==> config.mk <==
export PLATFORM = sky130hd
export DESIGN_NAME = sns_ops
export DESIGN_NICKNAME = d
export VERILOG_FILES = /design/src/hdl/sns_pkg.sv /design/src/hdl/sns_ops.sv
export VERILOG_INCLUDE_DIRS = /design/src /design/src/hdl
export SDC_FILE = /design/constraint.sdc
export NUM_CORES = 1
export LEC_CHECK = 0
export BUFFER_PORTS_ARGS = -buffer_cell sky130_fd_sc_hd__clkbuf_2
export CORE_UTILIZATION = 43
export CTS_CLUSTER_DIAMETER = 40
export DETAILED_ROUTE_END_ITERATION = 6
export MAX_ROUTING_LAYER = met4
export PLACE_DENSITY = 0.77
export SLEW_MARGIN = 20
export SYNTH_ARGS = -nofsm -noshare
export SYNTH_HDL_FRONTEND = slang
export SYNTH_SLANG_ARGS = --single-unit
==> constraint.sdc <==
create_clock -name I_CORE_CLK -period 1.8 [get_ports I_CORE_CLK]
set_input_delay 0.18 -clock I_CORE_CLK [delete_from_list [all_inputs] [get_ports I_CORE_CLK]]
set_output_delay 0.18 -clock I_CORE_CLK [all_outputs]
set_load 0.02 [all_outputs]
==> src/hdl/sns_defines.svh <==
// register offsets, field positions, reset values and opcode fields of the subtract/swap datapath
`ifndef SNS_DEFINES_SVH
`define SNS_DEFINES_SVH

`define SNS_OFF_ACC     12'h000
`define SNS_OFF_STATUS  12'h004
`define SNS_OFF_CTRL    12'h008
`define SNS_OFF_RESULT  12'h00C

`define SNS_BIT_C       0
`define SNS_BIT_DC      1
`define SNS_BIT_Z       2
`define SNS_BIT_EN      0
`define SNS_BIT_DEST    7

`define SNS_RST_ACC     8'h00
`define SNS_RST_FLAGS   3'h0
`define SNS_RST_EN      1'b1
`define SNS_RST_RESULT  8'h00

`define SNS_TOP_LIT     2'h3
`define SNS_FLD_LIT     3'h6
`define SNS_TOP_REG     2'h0
`define SNS_FLD_SUB     4'h2
`define SNS_FLD_SWAP    4'hE

`endif

==> src/hdl/sns_pkg.sv <==
// types shared by the subtract/swap datapath
package sns_pkg;

   typedef struct packed {
      logic z;
      logic nibble_borrow_bit;
      logic c;
   } sns_flags_type;

   typedef struct packed {
      logic       we;
      logic [6:0] addr;
      logic [7:0] data;
   } sns_fwr_type;

   typedef enum logic [1:0] {
      SNS_OP_NONE,
      SNS_OP_LIT_MINUS_ACC,
      SNS_OP_REG_MINUS_ACC,
      SNS_OP_NIBBLE_EXCHANGE
   } sns_op_type;

endpackage : sns_pkg

==> src/hdl/sns_ops.sv <==
// subtract and nibble exchange execution datapath with apb register access
`timescale 1ns/1ps
`include "sns_defines.svh"

module sns_ops #(
   parameter int ADDR_W = 12
) (
   // clock and reset
   input  wire logic                  I_CORE_CLK,
   input  wire logic                  I_RST,
   // core instruction side
   input  wire logic                  I_EXEC,
   input  wire logic [13:0]           I_INSTR,
   input  wire logic [7:0]            I_FILE_RDATA,
   output sns_pkg::sns_fwr_type       O_FILE_WR,
   output logic [7:0]                 O_ACC,
   output sns_pkg::sns_flags_type     O_FLAGS,
   output logic                       O_DONE,
   output logic                       O_UNKNOWN,
   // apb slave
   input  wire logic                  I_PSEL,
   input  wire logic                  I_PENABLE,
   input  wire logic                  I_PWRITE,
   input  wire logic [ADDR_W-1:0]     I_PADDR,
   input  wire logic [31:0]           I_PWDATA,
   output logic                       O_PREADY,
   output logic [31:0]                O_PRDATA,
   output logic                       O_PSLVERR
);

   sns_pkg::sns_op_type   op;
   logic                  enable;
   logic                  take;
   logic                  is_sub;
   logic                  to_file;
   logic [7:0]            operand;
   logic [8:0]            diff9;
   logic [4:0]            nib5;
   logic [7:0]            result;
   logic [7:0]            last_result;
   logic                  apb_wr;
   logic                  wr_acc;
   logic                  wr_status;
   logic                  wr_ctrl;
   logic                  bad_addr;

   // opcode decode
   always_comb begin
      op = sns_pkg::SNS_OP_NONE;
      if (I_INSTR[13:12] == `SNS_TOP_LIT && I_INSTR[11:9] == `SNS_FLD_LIT) begin
         op = sns_pkg::SNS_OP_LIT_MINUS_ACC;
      end else if (I_INSTR[13:12] == `SNS_TOP_REG) begin
         case (I_INSTR[11:8])
            `SNS_FLD_SUB:  op = sns_pkg::SNS_OP_REG_MINUS_ACC;
            `SNS_FLD_SWAP: op = sns_pkg::SNS_OP_NIBBLE_EXCHANGE;
            default:       op = sns_pkg::SNS_OP_NONE;
         endcase
      end
   end

   assign take    = I_EXEC & enable;
   assign is_sub  = (op == sns_pkg::SNS_OP_LIT_MINUS_ACC) || (op == sns_pkg::SNS_OP_REG_MINUS_ACC);
   assign to_file = (op != sns_pkg::SNS_OP_LIT_MINUS_ACC) & I_INSTR[`SNS_BIT_DEST];
   assign operand = (op == sns_pkg::SNS_OP_LIT_MINUS_ACC) ? I_INSTR[7:0] : I_FILE_RDATA;

   assign diff9 = {1'b0, operand} + {1'b0, ~O_ACC} + 9'h001;
   assign nib5  = {1'b0, operand[3:0]} + {1'b0, ~O_ACC[3:0]} + 5'h01;

   always_comb begin
      if (is_sub) begin
         result = diff9[7:0];
      end else begin
         result = {operand[3:0], operand[7:4]};
      end
   end

   // apb write decode
   assign apb_wr    = I_PSEL & I_PENABLE & I_PWRITE;
   assign wr_acc    = apb_wr && (I_PADDR == ADDR_W'(`SNS_OFF_ACC));
   assign wr_status = apb_wr && (I_PADDR == ADDR_W'(`SNS_OFF_STATUS));
   assign wr_ctrl   = apb_wr && (I_PADDR == ADDR_W'(`SNS_OFF_CTRL));

   // accumulator: an executing instruction wins over a bus write
   always_ff @(posedge I_CORE_CLK or posedge I_RST) begin
      if (I_RST) begin
         O_ACC <= `SNS_RST_ACC;
      end else if (take && op != sns_pkg::SNS_OP_NONE && !to_file) begin
         O_ACC <= result;
      end else if (wr_acc) begin
         O_ACC <= I_PWDATA[7:0];
      end
   end

   // status flags
   always_ff @(posedge I_CORE_CLK or posedge I_RST) begin
      if (I_RST) begin
         O_FLAGS <= `SNS_RST_FLAGS;
      end else if (take && is_sub) begin
         O_FLAGS.c                 <= diff9[8];
         O_FLAGS.nibble_borrow_bit <= nib5[4];
         O_FLAGS.z                 <= (diff9[7:0] == 8'h00);
      end else if (wr_status) begin
         O_FLAGS.c                 <= I_PWDATA[`SNS_BIT_C];
         O_FLAGS.nibble_borrow_bit <= I_PWDATA[`SNS_BIT_DC];
         O_FLAGS.z                 <= I_PWDATA[`SNS_BIT_Z];
      end
   end

   // register file write port
   always_ff @(posedge I_CORE_CLK or posedge I_RST) begin
      if (I_RST) begin
         O_FILE_WR <= '0;
      end else begin
         O_FILE_WR.we <= take && op != sns_pkg::SNS_OP_NONE && to_file;
         if (take && op != sns_pkg::SNS_OP_NONE && to_file) begin
            O_FILE_WR.addr <= I_INSTR[6:0];
            O_FILE_WR.data <= result;
         end
      end
   end

   // completion pulses and last result
   always_ff @(posedge I_CORE_CLK or posedge I_RST) begin
      if (I_RST) begin
         O_DONE      <= 1'b0;
         O_UNKNOWN   <= 1'b0;
         last_result <= `SNS_RST_RESULT;
      end else begin
         O_DONE    <= take && op != sns_pkg::SNS_OP_NONE;
         O_UNKNOWN <= take && op == sns_pkg::SNS_OP_NONE;
         if (take && op != sns_pkg::SNS_OP_NONE) begin
            last_result <= result;
         end
      end
   end

   // control register
   always_ff @(posedge I_CORE_CLK or posedge I_RST) begin
      if (I_RST) begin
         enable <= `SNS_RST_EN;
      end else if (wr_ctrl) begin
         enable <= I_PWDATA[`SNS_BIT_EN];
      end
   end

   // read data is captured in the setup cycle
   always_ff @(posedge I_CORE_CLK or posedge I_RST) begin
      if (I_RST) begin
         O_PRDATA <= 32'h0000_0000;
         bad_addr <= 1'b0;
      end else if (I_PSEL && !I_PENABLE) begin
         bad_addr <= 1'b0;
         case (I_PADDR)
            ADDR_W'(`SNS_OFF_ACC):    O_PRDATA <= {24'h00_0000, O_ACC};
            ADDR_W'(`SNS_OFF_STATUS): O_PRDATA <= {29'h0000_0000, O_FLAGS};
            ADDR_W'(`SNS_OFF_CTRL):   O_PRDATA <= {31'h0000_0000, enable};
            ADDR_W'(`SNS_OFF_RESULT): O_PRDATA <= {24'h00_0000, last_result};
            default: begin
               O_PRDATA <= 32'h0000_0000;
               bad_addr <= 1'b1;
            end
         endcase
      end
   end

   assign O_PREADY  = 1'b1;
   assign O_PSLVERR = I_PSEL & I_PENABLE & bad_addr;
endmodule : sns_ops

==> flow_metrics.py, run 1 <==
metrics = {
    "cells_and_area": {
        "area_growth_pct": 40.84,
        "diodes": 0,
        "layout_commonest_cell": "clkbuf_2",
        "utilization_pct": 62.91,
        "drive_above_1_share_pct": 48.25,
        "nNetsFinal": 539,
        "mostFrequentLayoutCells": "clkbuf_2, buf_4, dfrtp_1",
        "n_fill_cell": 580,
    },
    "power_and_ir_drop": {
        "pwr-share-clk_pct": 30.6,
        "power.total_mw": 2.256,
        "p_seq_share_pct": 46.8,
        "p_comb_share_pct": 22.5,
        "p_sw_mw": 0.6570,
        "switching_share_pct": 29.13,
        "intPower_mw": 1.599,
        "ir_drop_v": 0.0002877,
        "p_leak_nw": 2.179,
        "pwr_density_cell_nw_per_um2": 524.8,
    },
    "placed_design": {
        "hpwl_mm": 6.559,
        "io_buffers": 85,
        "gp_congestion": 0.9441,
    },
    "job": {
        "max_cap_viol_count": 0,
    },
    "worst_hold_path": {
        "hold_path_depth": 2,
        "hp-class": "in -> reg",
    },
    "floorplan": {
        "die_w_um": 86.25,
        "fp.dieH_um": 86.25,
        "rows": 30,
        "coreArea_um2": 6832,
        "ios": 135,
        "die_area_um2": 7438,
        "start_util_pct": 44.67,
    },
    "sta": {
        "post-route-period-util_pct": 116.3,
        "setup_viol": 21,
        "rsz0062_at_grt": "true",
        "fin_worst_skew_ps": 4.191,
        "final-max-slew-violation-count": 0,
        "post-route-min-period_ps": 2093,
        "fmax_mhz": 477.7,
        "hold_viol": 0,
        "fin_ws_ps": -293.4,
    },
    "critical_path": {
        "crit_type": "in -> reg",
        "crit_path_end_kind": "register",
        "cp_data_required_time_ps": 2000,
        "reg2regPathDepth": 7,
        "crit_path_start_kind": "input pin",
        "arrival_ps": 2290,
        "reg2reg_from": "O_ACC[0]$_DFFE_PP0P_",
        "cp_max_fo": 5,
        "endpoint": "O_FLAGS[2]$_DFFE_PP0P_",
        "startpoint": "I_INSTR[9]",
        "r2r-end": "O_ACC[6]$_DFFE_PP0P_",
        "rrSetupSlack_ps": -220,
    },
    "route": {
        "avgViaCountPerCell": 5.072,
        "postRouteAntennaNets": 0,
        "dr.pass1.iters": 4,
        "drtIter0Drc": 102,
        "drc_errors": 0,
        "wl_mm": 8.311,
        "routed-via-count": 2810,
        "wl_per_cell_um": 15.00,
    },
    "clocking": {
        "cts_tree": "built",
        "clock-sinks": 47,
        "path_clk_slew_ps": 90,
        "numCtsBuffers": 5,
        "h-tree-depth": 2,
        "clock_latency_ps": 300,
        "cts_root_buf": "clkbuf_8",
        "cts_buffer_depth": 2,
    },
    "synth": {
        "async_reset_ff_share_pct": 100.0,
        "ys_seq_elements": 47,
        "yosys_warnings": 0,
        "syn_area_um2": 3052,
        "synth_edf_count": 0,
        "yosysSeqAreaShare_pct": 38.58,
        "synth_area_leader_cell": "dfrtp_1",
        "syn_inst": 311,
        "synth_area_leaders": "dfrtp_1, mux2i_1, buf_4",
        "yosys.area.top_type_share_pct": 37.72,
        "synth.avg_cell_area_um2": 9.812,
        "yosysUniqueCellTypes": 59,
        "ys.flop_type": "dfrtp_1",
    },
    "global_routing": {
        "grt_max_degree": 24,
        "antenna_found_initial": 0,
        "grt_pass1_vias": 2675,
        "grt_pass1_wl_mm": 13.03,
        "grt_usage_pct": 23.36,
        "grt_overflow_total": 0,
    },
    "status": {
        "status": "finished with violations",
        "failed_checks": "setup timing",
    },
}
[registers in the layout, summed over array words and instances, names as in the netlist]
register     count
O_FILE_WR       16
O_ACC            8
O_PRDATA         8
last_result      8
O_FLAGS          3
O_DONE           1
O_UNKNOWN        1
bad_addr         1
enable           1
[synth_stat cells, types with 3 or more instances]
| master | count |
|---|---|
| o21ai_1 | 22 |
| and3_1 | 3 |
| nor3_1 | 4 |
| nor2b_1 | 4 |
| mux2_2 | 5 |
| and2_1 | 3 |
| mux2_1 | 8 |
| o31ai_1 | 8 |
| a22oi_1 | 6 |
| buf_2 | 4 |
| clkbuf_1 | 6 |
| nand2b_1 | 3 |
| o21ai_0 | 9 |
| nand2_1 | 35 |
| inv_1 | 13 |
| a21oi_1 | 9 |
| ha_1 | 9 |
| dfrtp_1 | 46 |
| mux2i_1 | 22 |
| nand3_1 | 7 |
| or3_1 | 3 |
| o21a_1 | 3 |
| nor2_1 | 8 |
| buf_4 | 26 |
[power by group through the flow]
| stage | Sequential (mW) | Combinational, mW | Clock [mW] |
|---|---|---|---|
| finish | 1.06 | 0.509 | 0.691 |
| global route | 1.06 | 0.551 | 0.723 |
| CTS | 1.06 | 0.486 | 0.687 |
| detailed placement | 1.08 | 0.435 | 0 |
| global placement | 1.08 | 0.432 | 0 |
| floorplan | 1.08 | 0.280 | 0 |
[critical path, stage by stage]
cell and delay, ps:
buf_6 90, and3b_2 280, nand2_4 90, mux2_4 330, ha_4 230, a21o_1 190, or3_4 330, o221ai_2 180
buf_4 140, nand2_1 40, a31o_1 210
[logic make-up after synthesis]
group,Yosys count,share of synthesized area [%]
AOI/OAI and AO/OA,74,15.62
muxes,37,13.24
buffers and inverters,52,10.29
adders and majority gates,10,4.346
other,2,0.2461
xor gates and xnor gates,2,0.5741
DFF,47,38.58
and+or+nand+nor,87,17.10
[per-layer routing]
metal  vias up  share of wire (%)  track usage [%]
li1       1354                  -                -
met1      1328                 42            27.02
met2       108                 51            41.13
met3        20                4.0            3.619
met4         0                2.9            8.333
met5         -                  0                -
[through the flow]
stage | cell area [µm²] | instances | TNS, ps | setup slack, ps | hold slack, ps
4_1_cts | 4230 | 550 | -4060 | -282.0 | 111.5
2_1_floorplan | 3224 | 334 | -5176 | -449.6 | 311.7
3_5_place_dp | 3933 | 535 | -15070 | -695.1 | 201.8
6_report | 4298 | 554 | -4356 | -293.4 | 108.0
5_1_grt | 4298 | 554 | -6274 | -415.0 | 115.4
3_3_place_gp | 3933 | 535 | -13740 | -659.8 | 196.3
[worst min-delay path by stage]
| stage | from | endpoint |
|---|---|---|
| after floorplan | I_INSTR[3] | O_FILE_WR[11]$_DFFE_PP0P_ |
| after global placement | I_RST | O_FILE_WR[2]$_DFFE_PP0P_ |
| after detailed placement | I_RST | O_ACC[5]$_DFFE_PP0P_ |
| after CTS | I_INSTR[5] | O_FILE_WR[13]$_DFFE_PP0P_ |
| after global routing | I_INSTR[3] | O_FILE_WR[11]$_DFFE_PP0P_ |
| final | I_INSTR[6] | O_FILE_WR[14]$_DFFE_PP0P_ |
[final cells by class]
type,instances,area (µm²),share of cell area (%)
inverter,14,53.80,1.252
multi-input combinational,235,1874,43.61
tap,96,120.1,2.795
clock buffer,6,82.58,1.921
timing repair buffer,154,972.2,22.62
sequential,47,1179,27.42
clock inverter,2,16.27,0.3785
[timing repair]
action                                  in CTS  in global routing
pin swaps                                   19                 18
hold buffers                                 1                  0
resized for setup                           36                 10
endpoints found under the hold margin       21                  0
endpoints found under the setup margin      23                 26
setup buffers                                7                  4
No activity file was read; power rests on OpenSTA's default activity.
==> run 2: changes to the inputs <==
- CORE_UTILIZATION: 43 -> 48
- PLACE_DENSITY: 0.77 -> 0.81
- clock period: 1.8 -> 2.1 ns (I/O delays scaled with it)
==> flow_metrics.py, run 2 (same netlist as run 1, synthesis figures left out) <==
metrics = {
    "route": {
        "routed-via-count": 2709,
        "drc_errors": 0,
        "avgViaCountPerCell": 5.260,
        "wl_mm": 7.947,
        "wl_per_cell_um": 15.43,
        "dr.pass1.iters": 4,
        "drtIter0Drc": 124,
        "postRouteAntennaNets": 0,
    },
    "clocking": {
        "cts_tree": "built",
        "numCtsBuffers": 5,
        "clock-sinks": 47,
        "cts_buffer_depth": 2,
        "clock_latency_ps": 310,
        "cts_root_buf": "clkbuf_8",
        "path_clk_slew_ps": 90,
        "h-tree-depth": 2,
    },
    "cells_and_area": {
        "drive_above_1_share_pct": 45.68,
        "diodes": 0,
        "mostFrequentLayoutCells": "clkbuf_2, buf_4, dfrtp_1",
        "utilization_pct": 69.44,
        "nNetsFinal": 521,
        "largest_reg_flops": 16,
        "largest-register": "O_FILE_WR",
        "area_growth_pct": 37.11,
        "layout_commonest_cell": "clkbuf_2",
    },
    "floorplan": {
        "ios": 135,
        "die_w_um": 81.74,
        "start_util_pct": 50.64,
        "fp.dieH_um": 81.74,
        "rows": 28,
        "die_area_um2": 6681,
        "coreArea_um2": 6026,
    },
    "critical_path": {
        "crit_type": "in -> reg",
        "cp_data_required_time_ps": 2310,
        "critical_path.cell_chain": "buf_6 > and3b_2 > nand2_4 > mux2_4 > ha_4 > a21o_1 > or3_4 > o221ai_2 > nand2_1 > a31o_1",
        "crit_family": "simple AND/OR/NAND/NOR gates",
        "cp_max_fo": 5,
        "crit_slowest_cell": "mux2_4",
        "crit_path_start_kind": "input pin",
        "max_stage_delay_ps": 330,
        "crit_path_end_kind": "register",
        "crit_buf_inv": 1,
        "arrival_ps": 2330,
    },
    "sta": {
        "post-route-min-period_ps": 2122,
        "fin_ws_ps": -22.24,
        "post-route-period-util_pct": 101.1,
        "fmax_mhz": 471.2,
        "setup_viol": 3,
        "fin_worst_skew_ps": 12.27,
        "tightest_slew_ps": 589.5,
        "relSlewSlack_pct": 60.70,
        "hold_viol": 0,
        "final-max-slew-violation-count": 0,
        "rsz0062_at_grt": "true",
    },
    "status": {
        "status": "finished with violations",
        "failed_checks": "setup timing",
    },
    "global_routing": {
        "grt_usage_pct": 25.33,
        "grt_max_degree": 25,
        "grt_pass1_vias": 2544,
        "grt_overflow_total": 0,
        "antenna_found_initial": 0,
        "grt_pass1_wl_mm": 12.34,
    },
    "placed_design": {
        "place_ws_ps": -472.2,
        "io_buffers": 85,
        "hpwl_mm": 6.292,
        "gp_congestion": 1.024,
    },
    "worst_hold_path": {
        "hp-class": "in -> reg",
    },
    "power_and_ir_drop": {
        "p_leak_nw": 2.099,
        "ir_drop_v": 0.0003618,
        "pwr_density_cell_nw_per_um2": 458.3,
    },
    "job": {
        "max_cap_viol_count": 0,
    },
}
run 2: area by class of cell:
class	count	area, µm²
Clock buffer	5	68.82
Multi-Input combinational cell	235	1917
Sequential cell	47	1177
Clock inverter	3	27.53
Tap cell	75	93.84
Timing Repair Buffer	136	845.8
Fill cell	485	1842
Inverter	14	53.80
run 2: timing repair:
action,CTS,global route
gates resized for setup,13,33
hold endpoints to repair,23,0
hold buffers,1,0
pin swaps,2,8
gates cloned,0,0
setup endpoints to repair,18,20
buffers inserted,1,1
run 2: per-layer routing:
layer | track usage (%) | routed length (µm)
met1 | 31.19 | 3377
met2 | 43.31 | 4051
met4 | 6.842 | 126
met3 | 3.556 | 391
met5 | - | 0
run 2: report_power, final:
group	total, mW	internal (mW)	switching (mW)
Sequential	0.906	0.905	0.000653
Combinational	0.422	0.182	0.240
Clock	0.590	0.247	0.343
Total	1.92	1.33	0.584
run 2: through the flow:
| step | instance area, µm² | power (mW) | TNS [ps] | hold slack, ps | std cells |
|---|---|---|---|---|---|
| after global placement | 3835 | 1.282 | -6902 | 256.1 | 504 |
| final | 4184 | 1.918 | -35.10 | 132.4 | 515 |
| after floorplan | 3203 | 1.163 | -1047 | 341.7 | 334 |
| after global routing | 4184 | 1.996 | -675.6 | 137.1 | 515 |
| after detailed placement | 3835 | 1.287 | -8191 | 264.5 | 504 |
| after CTS | 4008 | 1.886 | -30.45 | 131.6 | 514 |
run 2: worst paths after layout:
path                                         start                   endpoint  slack (ps)  depth (start not counted)
min                                     I_INSTR[3]  O_FILE_WR[11]$_DFFE_PP0P_         130                          2
max                                     I_INSTR[9]     O_FLAGS[2]$_DFFE_PP0P_         -20                         10
max reg2reg                   O_ACC[1]$_DFFE_PP0P_       O_ACC[3]$_DFFE_PP0P_         100                          7
max in group asynchronous                    I_RST         enable$_DFFE_PP1P_        1040                          4
min in group asynchronous                    I_RST       O_ACC[4]$_DFFE_PP0P_         470                          3
min reg2reg                O_PRDATA[3]$_DFFE_PP0P_    O_PRDATA[3]$_DFFE_PP0P_         480                          2
==> run 3: changes to the inputs <==
- ABC_AREA: unset -> 0
- CORE_UTILIZATION: 48 -> 40
- PLACE_DENSITY: 0.81 -> 0.69
- SKIP_CTS_REPAIR_TIMING: unset -> 1
==> flow_metrics.py, run 3 (same netlist as run 1, synthesis figures left out) <==
metrics = {
    "status": {
        "status": "finished with violations",
        "failed_checks": "setup timing",
    },
    "cells_and_area": {
        "nNetsFinal": 523,
        "layout_commonest_cell": "clkbuf_2",
        "largest_reg_flops": 16,
        "mostFrequentLayoutCells": "clkbuf_2, buf_4, dfrtp_1",
        "largest-register": "O_FILE_WR",
        "fin_area_um2": 4193,
        "utilization_pct": 57.19,
        "diodes": 0,
        "drive_above_1_share_pct": 44.34,
        "area_growth_pct": 37.39,
        "n_fill_cell": 669,
    },
    "floorplan": {
        "ios": 135,
        "start_util_pct": 41.63,
        "coreArea_um2": 7331,
        "die_w_um": 89.35,
        "die_area_um2": 7983,
        "fp.dieH_um": 89.35,
        "rows": 31,
    },
    "critical_path": {
        "crit_slowest_cell": "or3_1",
        "max_stage_delay_ps": 390,
        "crit_path_end_kind": "register",
        "cp_max_fo": 5,
        "crit_type": "in -> reg",
        "crit_path_start_kind": "input pin",
        "critical_path.cell_chain": "buf_6 > and3b_2 > buf_6 > nand2_8 > mux2_4 > ha_4 > a21o_1 > or3_1 > o221ai_2 > nand2_1 > a31o_1",
        "crit_buf_inv": 2,
        "crit_family": "simple AND/OR/NAND/NOR gates",
        "crit_top_cell": "buf_6",
        "arrival_ps": 2390,
        "cp_data_required_time_ps": 2300,
    },
    "route": {
        "drtIter0Drc": 59,
        "wl_per_cell_um": 14.74,
        "routed-via-count": 2678,
        "avgViaCountPerCell": 4.950,
        "postRouteAntennaNets": 0,
        "wl_mm": 7.975,
        "dr.pass1.iters": 6,
        "drc_errors": 0,
    },
    "power_and_ir_drop": {
        "ir_drop_v": 0.0003702,
        "power.total_mw": 2.012,
        "p_leak_nw": 2.106,
        "pwr_density_cell_nw_per_um2": 479.9,
    },
    "clocking": {
        "h-tree-depth": 2,
        "clock-sinks": 47,
        "cts_buffer_depth": 2,
        "cts_root_buf": "clkbuf_8",
        "cts_tree": "built",
        "path_clk_slew_ps": 90,
        "clock_latency_ps": 300,
        "numCtsBuffers": 5,
    },
    "sta": {
        "fin_ws_ps": -95.37,
        "final-max-slew-violation-count": 0,
        "setup_viol": 9,
        "hold_viol": 0,
        "rsz0062_at_grt": "true",
        "fin_worst_skew_ps": 7.967,
        "post-route-period-util_pct": 104.5,
        "tightest_slew_ps": 564.8,
        "relSlewSlack_pct": 62.35,
        "post-route-min-period_ps": 2195,
        "fmax_mhz": 455.5,
        "setup_tns_ps": -387.0,
    },
    "placed_design": {
        "hpwl_mm": 6.441,
        "io_buffers": 85,
        "place_ws_ps": -494.0,
        "placed_area_um2": 3807,
        "gp_congestion": 0.8580,
    },
    "worst_hold_path": {
        "hp-class": "in -> reg",
    },
    "global_routing": {
        "antenna_found_initial": 0,
        "grt_usage_pct": 21.19,
        "grt_overflow_total": 0,
        "grt_pass1_vias": 2540,
        "grt_pass1_wl_mm": 12.25,
        "grt_max_degree": 24,
    },
    "job": {
        "max_cap_viol_count": 0,
    },
}
## run 3: cell type report
| class | count | area (µm²) | share of cell area (%) |
|---|---|---|---|
| Clock buffer | 5 | 68.82 | 1.641 |
| Tap cell | 99 | 123.9 | 2.954 |
| Clock inverter | 3 | 46.29 | 1.104 |
| Timing Repair Buffer | 138 | 858.3 | 20.47 |
| Multi-Input combinational cell | 235 | 1864 | 44.46 |
| Inverter | 14 | 53.80 | 1.283 |
| Sequential cell | 47 | 1177 | 28.08 |
## run 3: layer usage
layer  up-vias  GRT usage, %  routed length (µm)
met5         -             -                   0
met4         0         5.916                 182
met2        91         36.29                4044
met1      1240         25.97                3393
li1       1326             -                   -
met3        21         3.139                 354
## run 3: worst register-to-register path: cells and delay by family (launching register included)
kind | cells | cell delay [ps]
flip-flops | 1 | 440
multiplexers | 2 | 250
AO/OA/AOI/OAI | 2 | 510
AND/OR/NAND/NOR | 1 | 170
adder cells (fa/ha/maj) | 2 | 520
## run 3: worst paths after layout
kind | to | cells past startpoint | slack (ps) | from
setup / recovery | O_FLAGS[2]$_DFFE_PP0P_ | 11 | -100 | I_INSTR[9]
hold / removal | O_FILE_WR[11]$_DFFE_PP0P_ | 2 | 130 | I_INSTR[3]
setup reg to reg | O_ACC[6]$_DFFE_PP0P_ | 7 | 60 | O_ACC[0]$_DFFE_PP0P_
hold reg to reg | O_PRDATA[1]$_DFFE_PP0P_ | 2 | 480 | O_PRDATA[1]$_DFFE_PP0P_
max in group asynchronous | enable$_DFFE_PP1P_ | 4 | 970 | I_RST
min in group asynchronous | O_PRDATA[4]$_DFFE_PP0P_ | 3 | 440 | I_RST
## run 3: report_power, final
group,internal (mW),total (mW),switching (mW)
Clock,0.359,0.694,0.335
Combinational,0.179,0.413,0.234
Sequential,0.905,0.906,0.000655
Total,1.44,2.01,0.569
## run 3: metrics by stage
stage,cells,hold slack [ps]
after floorplan,334,341.7
after global placement,522,231.0
after detailed placement,522,232.7
after CTS,530,-106.5
after global routing,541,137.3
final,541,134.2
